$ cat src/mpct_pkg.sv
// Purpose: shared constants and types of the capture/compare timer
// Assumes: one 25 MHz clock, APB register access
// Notes: offsets are byte addresses, one aligned 32-bit word each
package mpct_pkg;
	localparam logic [7:0] OFS_CTRL = 8'h00;
	localparam logic [7:0] OFS_PSC = 8'h04;
	localparam logic [7:0] OFS_ARR = 8'h08;
	localparam logic [7:0] OFS_CNT = 8'h0C;
	localparam logic [7:0] OFS_STAT = 8'h10;
	localparam logic [7:0] OFS_MASK = 8'h14;
	localparam logic [7:0] OFS_DMAEN = 8'h18;
	localparam logic [7:0] OFS_CHCFG = 8'h1C;
	localparam logic [7:0] OFS_DT = 8'h20;
	localparam logic [7:0] OFS_CCR0 = 8'h24;
	localparam logic [7:0] OFS_CCR3 = 8'h30;
	localparam int NCH = 4;
	localparam int NPAIR = 3;
	localparam int NEV = 6;
	localparam int EV_UPD = 0;
	localparam int EV_CH0 = 1;
	localparam int EV_TRG = 5;
	localparam int CHCFG_W = 4;
	localparam logic [15:0] PSC_RST = 16'h0000;
	localparam logic [31:0] ARR_RST = 32'h0000FFFF;
	localparam logic [7:0] DT_RST = 8'h00;
	localparam logic [15:0] CHCFG_RST = 16'h0000;
	localparam logic [5:0] EV_RST = 6'h00;
	localparam logic [1:0] CM_UP = 2'h0;
	localparam logic [1:0] CM_DOWN = 2'h1;
	localparam logic [1:0] CM_CENTER = 2'h2;
	localparam logic [1:0] SM_OFF = 2'h0;
	localparam logic [1:0] SM_ENC = 2'h1;
	localparam logic [1:0] SM_EXT = 2'h2;
	localparam logic [1:0] SM_RST = 2'h3;
	localparam logic [1:0] CH_CMP = 2'h0;
	localparam logic [1:0] CH_PWM = 2'h1;
	localparam logic [1:0] CH_CAPR = 2'h2;
	localparam logic [1:0] CH_CAPF = 2'h3;
	typedef struct packed {
		logic hall_sel;
		logic [1:0] slave;
		logic moe;
		logic basic;
		logic freeze;
		logic one_per;
		logic wide;
		logic [1:0] cmode;
		logic en;
	} mpct_ctrl_t;
	localparam int CTRL_W = 11;
	localparam logic [10:0] CTRL_RST = 11'h000;
	typedef struct packed {
		logic en;
		logic [1:0] mode;
	} mpct_chcfg_t;
	typedef enum logic [2:0] {
		DT_OFF = 3'b001,
		DT_MAIN = 3'b010,
		DT_COMP = 3'b100
	} mpct_dtst_t;
endpackage

$ cat src/mpct_chan.sv
// Purpose: one capture/compare channel
// Assumes: cnt and ccr come from the counter and its compare register
// Notes: capture value itself is stored by the parent
module mpct_chan (
	// Clock and reset
	input wire logic sys_clk,
	input wire logic reset,
	// Channel setup and counter view
	input wire mpct_pkg::mpct_chcfg_t cfg,
	input wire logic [31:0] cnt,
	input wire logic [31:0] ccr,
	input wire logic step,
	input wire logic pin_in,
	// Results
	output logic ref_out,
	output logic evt
);
	import mpct_pkg::*;
	logic pin_prev;
	logic hit;

	assign hit = step && cnt == ccr;

	always_ff @(posedge sys_clk) begin
		if (reset)
			pin_prev <= 1'b0;
		else
			pin_prev <= pin_in;
	end

	always_ff @(posedge sys_clk) begin
		if (reset || !cfg.en) begin
			ref_out <= 1'b0;
			evt <= 1'b0;
		end else begin
			case (cfg.mode)
				CH_CMP: begin
					evt <= hit;
					if (hit)
						ref_out <= ~ref_out;
				end
				CH_PWM: begin
					evt <= hit;
					// ccr 0 is fully off, ccr above top fully on
					ref_out <= cnt < ccr;
				end
				CH_CAPR: begin
					evt <= pin_in & ~pin_prev;
					ref_out <= 1'b0;
				end
				default: begin
					evt <= ~pin_in & pin_prev;
					ref_out <= 1'b0;
				end
			endcase
		end
	end
endmodule

$ cat src/mpct_dtgen.sv
// Purpose: main/complementary output pair with dead-time
// Assumes: dt counts sys_clk cycles
// Notes: at least one dead cycle is always inserted
module mpct_dtgen (
	// Clock and reset
	input wire logic sys_clk,
	input wire logic reset,
	// Control
	input wire logic ref_in,
	input wire logic [7:0] dt,
	input wire logic force_off,
	input wire logic en_comp,
	// Pins
	output logic out_p,
	output logic out_n
);
	import mpct_pkg::*;
	mpct_dtst_t state;
	mpct_dtst_t next_state;
	logic [7:0] dcnt;

	always_comb begin
		next_state = state;
		case (state)
			DT_OFF: begin
				if (!force_off && dcnt == 8'h00)
					next_state = ref_in ? DT_MAIN : DT_COMP;
			end
			DT_MAIN: begin
				if (force_off || !ref_in)
					next_state = DT_OFF;
			end
			DT_COMP: begin
				if (force_off || ref_in)
					next_state = DT_OFF;
			end
			default: next_state = DT_OFF;
		endcase
	end

	always_ff @(posedge sys_clk) begin
		if (reset) begin
			state <= DT_OFF;
			dcnt <= 8'h00;
			out_p <= 1'b0;
			out_n <= 1'b0;
		end else begin
			state <= next_state;
			// Both switches stay off while the gap runs out
			if (next_state == DT_OFF && state != DT_OFF)
				dcnt <= dt;
			else if (dcnt != 8'h00)
				dcnt <= dcnt - 8'h01;
			out_p <= next_state == DT_MAIN;
			out_n <= next_state == DT_COMP && en_comp;
		end
	end
endmodule

$ cat src/mpct_timer.sv
// Purpose: prescaled auto-reload timer, four channels, dead-time pairs
// Assumes: APB slave, inputs synchronous to sys_clk
// Notes: one clock; prescaler gives a one-cycle count enable
//
// Register access over APB and the register addresses were decided locally.

// Contract
// - Counter clock is the input clock divided by any factor 1 to 65536.
// - Prescaler setting is a 16-bit software value.
// - Counter is 16 bits, auto-reloading, counts up, down or up/down.
// - A mode bit widens the counter to 32 bits.
// - Four channels: capture, compare, edge/center PWM, one-period.
// - Three complementary pairs with programmable dead-time.
// - PWM duty reaches fully off and fully on.
// - Without output pairs enabled it acts as a plain timer.
// - Debug halt can freeze the counter and force outputs off.
// - Debug halt can freeze the counter.
// - Trigger in and out link timers for sync or chained counting.
// - Decodes quadrature encoders and one to three hall sensors.
// - The timer raises its own DMA requests.
// - Two-channel use: two channels plus two complementary outputs.
// - Single-channel use: one channel, one complement, or time base.
// - Basic use counts up except in encoder mode; channels are off but the three complements stay on unless forced off.
// - Update event is a converter trigger and DMA source.
module mpct_timer (
	// Clock and reset
	input wire logic sys_clk,
	input wire logic reset,
	// APB slave
	input wire logic [7:0] paddr,
	input wire logic psel,
	input wire logic penable,
	input wire logic pwrite,
	input wire logic [31:0] pwdata,
	output logic pready,
	output logic [31:0] prdata,
	output logic pslverr,
	// Channel and sensor pins
	input wire logic [3:0] cap_in,
	input wire logic enc_a,
	input wire logic enc_b,
	input wire logic [2:0] hall_in,
	output logic [3:0] ch_out,
	output logic [2:0] ch_out_n,
	// Link and debug
	input wire logic link_trig_in,
	input wire logic debug_halt,
	output logic link_trig_out,
	// System events
	output logic irq,
	output logic [5:0] dma_req,
	output logic dac_trig
);
	import mpct_pkg::*;

	mpct_ctrl_t ctrl;
	mpct_ctrl_t ctrl_wd;
	logic [15:0] psc;
	logic [15:0] psc_cnt;
	logic [31:0] arr;
	logic [31:0] cnt;
	logic [31:0] next_cnt;
	logic cdir;
	logic next_cdir;
	logic [5:0] status;
	logic [5:0] next_status;
	logic [5:0] mask;
	logic [5:0] dma_en;
	logic [15:0] chcfg;
	logic [7:0] dt;
	logic [31:0] ccr [NCH];
	logic [31:0] rdata;
	logic unmapped;
	logic wr;
	logic tick;
	logic run;
	logic frz;
	logic step;
	logic trig_reset;
	logic down;
	logic upd;
	logic [31:0] top;
	logic enc_prev;
	logic trig_prev;
	logic enc_edge;
	logic trig_rise;
	logic [5:0] ev;
	logic [NCH-1:0] ch_ref;
	logic [NCH-1:0] ch_evt;
	logic [NCH-1:0] pair_n;
	logic [NCH-1:0] pin;
	logic force_off;
	logic ccr_wr;
	logic [1:0] ccr_idx;

	// Register access
	assign wr = psel && penable && pready && pwrite;
	assign ctrl_wd = mpct_ctrl_t'(pwdata[CTRL_W-1:0]);
	assign ccr_idx = 2'(paddr[3:2] - OFS_CCR0[3:2]);
	assign ccr_wr = paddr >= OFS_CCR0 && paddr <= OFS_CCR3;

	always_comb begin
		rdata = 32'h00000000;
		unmapped = 1'b0;
		case (paddr)
			OFS_CTRL: rdata = {21'h000000, ctrl};
			OFS_PSC: rdata = {16'h0000, psc};
			OFS_ARR: rdata = arr;
			OFS_CNT: rdata = cnt;
			OFS_STAT: rdata = {26'h0000000, status};
			OFS_MASK: rdata = {26'h0000000, mask};
			OFS_DMAEN: rdata = {26'h0000000, dma_en};
			OFS_CHCFG: rdata = {16'h0000, chcfg};
			OFS_DT: rdata = {24'h000000, dt};
			default: begin
				if (ccr_wr && paddr[1:0] == 2'h0)
					rdata = ccr[ccr_idx];
				else
					unmapped = 1'b1;
			end
		endcase
	end

	// One wait-free access phase: data is ready when penable rises
	always_ff @(posedge sys_clk) begin
		if (reset) begin
			pready <= 1'b0;
			prdata <= 32'h00000000;
			pslverr <= 1'b0;
		end else begin
			pready <= psel && !penable;
			prdata <= rdata;
			pslverr <= psel && !penable && unmapped;
		end
	end

	always_ff @(posedge sys_clk) begin
		if (reset) begin
			psc <= PSC_RST;
			arr <= ARR_RST;
			mask <= EV_RST;
			dma_en <= EV_RST;
			chcfg <= CHCFG_RST;
			dt <= DT_RST;
		end else if (wr) begin
			case (paddr)
				OFS_PSC: psc <= pwdata[15:0];
				OFS_ARR: arr <= pwdata;
				OFS_MASK: mask <= pwdata[5:0];
				OFS_DMAEN: dma_en <= pwdata[5:0];
				OFS_CHCFG: chcfg <= pwdata[15:0];
				OFS_DT: dt <= pwdata[7:0];
				default: ;
			endcase
		end
	end

	// One-period mode stops the counter at its first update
	always_ff @(posedge sys_clk) begin
		if (reset)
			ctrl <= mpct_ctrl_t'(CTRL_RST);
		else if (wr && paddr == OFS_CTRL)
			ctrl <= ctrl_wd;
		else if (upd && ctrl.one_per)
			ctrl.en <= 1'b0;
	end

	// Prescaler: factor is psc + 1
	assign frz = debug_halt && ctrl.freeze;
	assign run = ctrl.en && !frz;
	assign tick = run && psc_cnt == psc;

	always_ff @(posedge sys_clk) begin
		if (reset || !run)
			psc_cnt <= 16'h0000;
		else if (tick)
			psc_cnt <= 16'h0000;
		else
			psc_cnt <= psc_cnt + 16'h0001;
	end

	// Edge detectors for encoder and link trigger
	always_ff @(posedge sys_clk) begin
		if (reset) begin
			enc_prev <= 1'b0;
			trig_prev <= 1'b0;
		end else begin
			enc_prev <= enc_a;
			trig_prev <= link_trig_in;
		end
	end

	assign enc_edge = enc_a ^ enc_prev;
	assign trig_rise = link_trig_in && !trig_prev;
	assign top = ctrl.wide ? arr : {16'h0000, arr[15:0]};

	// Counter clock source and direction
	always_comb begin
		step = 1'b0;
		trig_reset = 1'b0;
		down = !ctrl.basic && ctrl.cmode == CM_DOWN;
		case (ctrl.slave)
			SM_ENC: begin
				step = run && enc_edge;
				down = enc_a ^ enc_b ^ 1'b1;
			end
			SM_EXT: step = run && trig_rise;
			SM_RST: begin
				step = run && tick;
				trig_reset = run && trig_rise;
			end
			default: step = run && tick;
		endcase
	end

	// Reload at overflow or underflow, update at each end
	always_comb begin
		next_cnt = cnt;
		next_cdir = cdir;
		upd = 1'b0;
		if (trig_reset) begin
			next_cnt = 32'h00000000;
			upd = 1'b1;
		end else if (step) begin
			if (ctrl.cmode == CM_CENTER && !ctrl.basic &&
				ctrl.slave != SM_ENC) begin
				if (!cdir && cnt >= top) begin
					next_cnt = cnt - 32'h00000001;
					next_cdir = 1'b1;
					upd = 1'b1;
				end else if (cdir && cnt == 32'h00000000) begin
					next_cnt = 32'h00000001;
					next_cdir = 1'b0;
					upd = 1'b1;
				end else if (cdir)
					next_cnt = cnt - 32'h00000001;
				else
					next_cnt = cnt + 32'h00000001;
			end else if (down) begin
				if (cnt == 32'h00000000) begin
					next_cnt = top;
					upd = 1'b1;
				end else
					next_cnt = cnt - 32'h00000001;
			end else if (cnt >= top) begin
				next_cnt = 32'h00000000;
				upd = 1'b1;
			end else
				next_cnt = cnt + 32'h00000001;
		end
	end

	always_ff @(posedge sys_clk) begin
		if (reset) begin
			cnt <= 32'h00000000;
			cdir <= 1'b0;
		end else if (wr && paddr == OFS_CNT) begin
			cnt <= ctrl.wide ? pwdata : {16'h0000, pwdata[15:0]};
			cdir <= 1'b0;
		end else if (wr && paddr == OFS_CTRL && !ctrl_wd.wide) begin
			cnt <= {16'h0000, next_cnt[15:0]};
			cdir <= next_cdir;
		end else begin
			cnt <= next_cnt;
			cdir <= next_cdir;
		end
	end

	// Hall sensors share channel 0 through their parity
	assign pin = {cap_in[3:1], ctrl.hall_sel ? ^hall_in : cap_in[0]};
	// Outputs idle only with moe clear or when frozen; off and basic channels still drive their complements
	assign force_off = frz || !ctrl.moe;

	genvar i;
	generate
		for (i = 0; i < NCH; i++) begin : g_ch
			mpct_chcfg_t cfg_i;
			assign cfg_i = mpct_chcfg_t'({chcfg[CHCFG_W*i+2] && !ctrl.basic,
				chcfg[CHCFG_W*i +: 2]});
			mpct_chan u_chan (
				.sys_clk(sys_clk),
				.reset(reset),
				.cfg(cfg_i),
				.cnt(cnt),
				.ccr(ccr[i]),
				.step(step),
				.pin_in(pin[i]),
				.ref_out(ch_ref[i]),
				.evt(ch_evt[i])
			);
			// A capture beats a bus write in the same cycle
			always_ff @(posedge sys_clk) begin
				if (reset)
					ccr[i] <= 32'h00000000;
				else if (ch_evt[i] && cfg_i.mode[1])
					ccr[i] <= cnt;
				else if (wr && ccr_wr && ccr_idx == 2'(i))
					ccr[i] <= pwdata;
			end
			mpct_dtgen u_dt (
				.sys_clk(sys_clk),
				.reset(reset),
				.ref_in(ch_ref[i]),
				.dt(dt),
				.force_off(force_off),
				.en_comp(i < NPAIR),
				.out_p(ch_out[i]),
				.out_n(pair_n[i])
			);
		end
	endgenerate

	assign ch_out_n = pair_n[NPAIR-1:0];
	// Sticky flags: a new event wins over a clear in the same cycle
	assign ev = {trig_rise, ch_evt, upd};

	always_comb begin
		next_status = status;
		if (wr && paddr == OFS_STAT)
			next_status = status & ~pwdata[5:0];
		next_status = next_status | ev;
	end

	always_ff @(posedge sys_clk) begin
		if (reset) begin
			status <= EV_RST;
			irq <= 1'b0;
			dma_req <= EV_RST;
			dac_trig <= 1'b0;
			link_trig_out <= 1'b0;
		end else begin
			status <= next_status;
			irq <= |(next_status & mask);
			dma_req <= ev & dma_en;
			dac_trig <= upd;
			link_trig_out <= upd;
		end
	end
endmodule

$ cat config.mk
export PLATFORM = sky130hd
export DESIGN_NAME = mpct_timer
export DESIGN_NICKNAME = d
export VERILOG_FILES = /design/src/mpct_pkg.sv /design/src/mpct_chan.sv /design/src/mpct_dtgen.sv /design/src/mpct_timer.sv
export SDC_FILE = /design/constraint.sdc
export NUM_CORES = 1
export LEC_CHECK = 0
export BUFFER_PORTS_ARGS = -buffer_cell sky130_fd_sc_hd__buf_2
export CAP_MARGIN = 40
export CORE_ASPECT_RATIO = 0.9
export CORE_MARGIN = 2
export CORE_UTILIZATION = 40
export DETAILED_ROUTE_END_ITERATION = 12
export GPL_TIMING_DRIVEN = 1
export SLEW_MARGIN = 20
export SYNTH_ARGS = -nofsm -noshare
export SYNTH_HDL_FRONTEND = slang
export SYNTH_HIERARCHICAL = 1
export SYNTH_SLANG_ARGS = --single-unit
$ cat constraint.sdc
create_clock -name sys_clk -period 8 [get_ports sys_clk]
set_input_delay 1.6 -clock sys_clk [delete_from_list [all_inputs] [get_ports sys_clk]]
set_output_delay 1.6 -clock sys_clk [all_outputs]
set_load 0.02 [all_outputs]
; ---- After elaboration in Yosys (flattened, before gate mapping)
; Memory sizes are Yosys's and may differ from the RTL's.
; Cells that the tools add are included.
[op_classes]
n_addsub = 8
n_lt_le_gt_ge = 7
eq_ne = 61
muxes = 112
bitwise_logic = 37
reduce_logical = 119
[op_table]
columns = operator, count
row1 = 2-to-1 mux 32 bit, 22
row2 = one-hot mux 32 bit (9 select lines), 1
row3 = == test 32 bit, 4
row4 = < comparator 32 bit, 4
row5 = 2-to-1 mux 8 bit, 8
row6 = 2-to-1 mux 1 bit, 51
row7 = logical AND 1 bit, 49
row8 = 2-to-1 mux 3 bit, 16
row9 = zero test 8 bit, 5
row10 = one-hot mux 3 bit (3 select lines), 4
row11 = adder 32 x 1 -> 32 bit (second input constant), 1
row12 = == test 8 x 5 -> 1 bit (second input constant), 4
row13 = >= comparator 32 bit, 1
row14 = zero test 32 bit, 1
row15 = nonzero test 8 bit, 4
row16 = subtractor 32 x 1 -> 32 bit (second input constant), 1
row17 = subtractor 8 x 1 -> 8 bit (second input constant), 4
row18 = == test 3 x 1 -> 1 bit (second input constant), 8
row19 = == test 3 x 2 -> 1 bit (second input constant), 8
row20 = == test 3 bit (second input constant), 7
row21 = bitwise AND 6 bit, 3
row22 = == test 2 bit (second input constant), 9
row23 = one-hot mux 1 bit (2 select lines), 9
row24 = zero test 1 bit, 17
row25 = 28 further kinds, 103
[word_totals]
regBits = 257
mem_bits_rw = 128
in_bits = 56
word_cells = 400
n_memories = 1
[memory_table]
columns = name, words, width, rd, rd_clocked_by_memory_dff, wr, line_no
row1 = ccr, 4, 32, 5, 0, 4, mpct_timer.sv:71  ; logic [31:0] ccr [NCH];

; ---- Logic depth before layout (Yosys ltp)
[logic_depth]
word_depth = 11
mapped_depth = 14

; ---- Cells and area by module
; Netlist, hierarchy kept.
[modules_own_cells]
columns = module, instances, cells_per_inst, area_per_inst_um2, seq_area_each_um2
row1 = mpct_timer, 1, 1894, 17864.6, 7727.4
row2 = mpct_chan, 4, 127, 950.9, 60.1
row3 = mpct_dtgen, 4, 85, 745.7, 260.2

; ---- Worst setup path after synthesis
; No wires, ideal clock.
[synth_path]
path_type = in2reg
from = input paddr[2]
to = memory ccr[1][0] (enable)
setup_time_ns = 0.392
arrival_time_ns = 4.481
path_slack_ns = 3.128
cell_stages = 10
n_path_buf = 3
cell_sequence = clkbuf_1 buf_2 buf_1 inv_1 ha_1 inv_1 a2111oi_0 nand2_1 a21oi_1 a221o_1
[synth_rtl]
columns = item, line_no
row1 = "start, declared", mpct_timer.sv:30  ; input wire logic [7:0] paddr,
row2 = "end, declared", mpct_timer.sv:71

; ---- Worst setup path after layout
[layout_path]
from = input paddr[2]
to = register cnt[10]
[layout_via]
elab_chain_len = 3
[layout_rtl]
columns = item, line_no
row1 = == test 8 x 4 -> 1 bit, mpct_timer.sv:257  ; end else if (wr && paddr == OFS_CNT) begin
row2 = logical AND 1 bit, mpct_timer.sv:257
row3 = 2-to-1 mux 32 bit, mpct_timer.sv:257
row4 = "end signal, assigned", mpct_timer.sv:258  ; cnt <= ctrl.wide ? pwdata : {16'h0000, pwdata[15:0]};
row5 = "end signal, assigned", mpct_timer.sv:261  ; cnt <= {16'h0000, next_cnt[15:0]};
row6 = "end signal, assigned", mpct_timer.sv:264  ; cnt <= next_cnt;
row7 = "end, declared", mpct_timer.sv:61  ; logic [31:0] cnt;
; Every way passes these cells.
; A chain may end at the register's enable or synchronous reset.

==> flow_summary.toml <==
[power_and_ir_drop]
clockPowerShare = 0.414
switching_power_w = 0.00147
internal_power_w = 0.00373
vdd_drop_max_v = 0.000159
pwr-share-seq = 0.424
p_comb_frac = 0.162
p_per_area_nw_per_um2 = 189
p_leak_nw = 10.8
swShare = 0.283

[clocking]
root_buffer = "clkbuf_16"
ctsResizeCount = 0
path_clk_slew_ns = 0.06
cts_tree = "done"
cts.path.max_buffers = 3
postCtsSetupBuffers = 0
clk_latency_ns = 0.60
cts_max_level = 2
numClockSinks = 385
cts_buffers = 44
cts_hold_buf = 0

[global_routing]
antenna_found_initial = 1
grt_usage = 0.268
grt-ovfl-total = 0
grt_pass1_vias = 21767
grt_pass1_wl_um = 131000
grt_max_degree = 160

[critical_path]
cp.required_ns = 8.47
cp_top_family = "simple AND/OR/NAND/NOR gates"
critPathBufInv = 3
reg2reg_from = "ctrl[3]"
criticalPathCategory = "input pin to flop"
cpMaxStageDelayCell = "and2_1"
crit_chain = "buf_2 -> buf_4 -> ha_1 -> nor4b_4 -> buf_4 -> and2_1 -> nor3_1 -> nand2_1 -> nor2_1 -> a222oi_1 -> o21ai_0"
r2r_cells = 12
cp-start-kind = "input pin"
timing.rr.end = "cnt[30]"
critPathMaxFanout = 36
cpMostUsedCell = "buf_4"
critPathArrivalTime_ns = 5.12
worstSetupEndpointType = "flop"
cpPeakStageDelay_ns = 0.65
r2r_slack_ns = 3.43

[timing]
hold_viol_final = 0
timing.final.crit_share = 0.581
finalSetupViolCount = 0
fin_skew_ns = 0.0293
min_period_ns = 4.65
tightest_slew_ns = 0.938
fmax_ghz = 0.215
relSlewSlack = 0.368
grt_setup_unrepaired = "false"
setup_tns_ns = 0
slew_viol_final = 0

[yosys]
yosysWarnings = 6
syn_avg_cell_area_um2 = 8.99
postSynthCellCount = 2736
synth_area_um2 = 24600

[routing]
wl_per_cell_um = 24.3
drt-initial-drc-count = 2592
vias_per_cell = 6.28
postRouteAntennaNets = 0
post-route-drc-count = 0
vias = 22518
drt-pass1-iter-count = 9
routed_wl_um = 87300

[worst_hold_path]
worst_hold_path_type = "flop to flop"
min_to = "ctrl[3]"
hold_start = "ctrl[3]"
hold_path_depth = 2

[placement]
gp_routability_congestion = 0.930
hpwlAfterDp_um = 61300
placed_area_um2 = 25900
portBuffers = 105

[floorplan]
io_pins = 106
dieArea_um2 = 63500
die_h_um = 239
initial_core_util = 0.403
core-area_um2 = 61000
dieWidth_um = 265
rows = 86

[layout]
drive_above_1_share = 0.127
nFillCells = 5734
fin_nets = 2993
syn_to_final_growth_pct = 11.9
regArea_um2 = 8990
stdcell_area_um2 = 27500
multiInputGateArea_um2 = 14200

[run_status]
outcome = "finished, final reports clean"

[job]
maxCapViolCount = 0
worst max path at each step:
stage / start / to / depth (start not counted)
global route: paddr[2] / cnt[10] / 11
global placement: paddr[2] / cnt[8] / 11
CTS: paddr[2] / cnt[26] / 14
floorplan: paddr[2] / ccr[1][0] / 10
finish: paddr[2] / cnt[10] / 11
detailed placement: paddr[2] / cnt[8] / 11
state kept, by name, summed over array words and instances, names as in the netlist, 16 cells and up:
name / cells
arr: 32
ccr: 128
chcfg: 16
cnt: 32
g_ch.u_dt/dcnt: 32
prdata: 32
psc: 16
psc_cnt: 16
worst register-to-register path, delay by kind of cell (launching register included):
family	cells	cell delay [ns]
simple gates	4	1.37
buf+inv	2	0.76
flops	1	0.33
compound gates	5	1.62
fa+ha+maj	1	0.34
cell type report:
type	count	share of cell area
clock inverter	17	0.00805
clock buffer	65	0.0473
inverter	170	0.0232
tap	792	0.0360
multi-input combinational	1987	0.517
timing repair buffer	171	0.0419
antenna	1	0.0000910
sequential	385	0.327
layout by cell type (no fill, tap or decap), types with 39 or more instances in the layout:
cell type  instances
a21oi_1          218
a22o_1           132
a22oi_1           50
buf_2            108
buf_4             48
clkbuf_16         46
dfxtp_1          257
edfxtp_1         128
ha_1             178
inv_1            170
mux2i_1           43
nand2_1          300
nand3_1           66
nor2_1           182
nor2b_1           41
nor3_1            39
o21ai_0           73
xnor2_1           47
xor2_1            56
metal layers:
metal | vias up | share of wire | global-route usage
met5 | - | 0 | 0
met4 | 0 | 0.040 | 0.115
met3 | 236 | 0.083 | 0.0405
met2 | 1147 | 0.46 | 0.436
met1 | 10968 | 0.41 | 0.354
li1 | 10167 | - | -
power by group through the flow:
stage          Sequential, W  Combinational (W)  Clock [W]
2_1_floorplan        0.00222           0.000615          0
3_3_place_gp         0.00224           0.000776          0
3_5_place_dp         0.00225           0.000814          0
4_1_cts              0.00221           0.000817    0.00218
5_1_grt              0.00222           0.000923    0.00226
6_report             0.00221           0.000843    0.00215
per-stage QoR:
stage	std cells	power, W	setup slack, ns	hold slack (ns)	utilization
after floorplan	2738	0.00284	3.13	0.422	-
after global placement	3484	0.00302	2.93	0.442	0.422
after detailed placement	3497	0.00306	2.75	0.455	0.425
after CTS	3579	0.00520	3.36	0.463	0.450
after global routing	3587	0.00540	3.03	0.490	0.451
final	3588	0.00521	3.35	0.460	0.451
(Power assumes the default switching activity.)
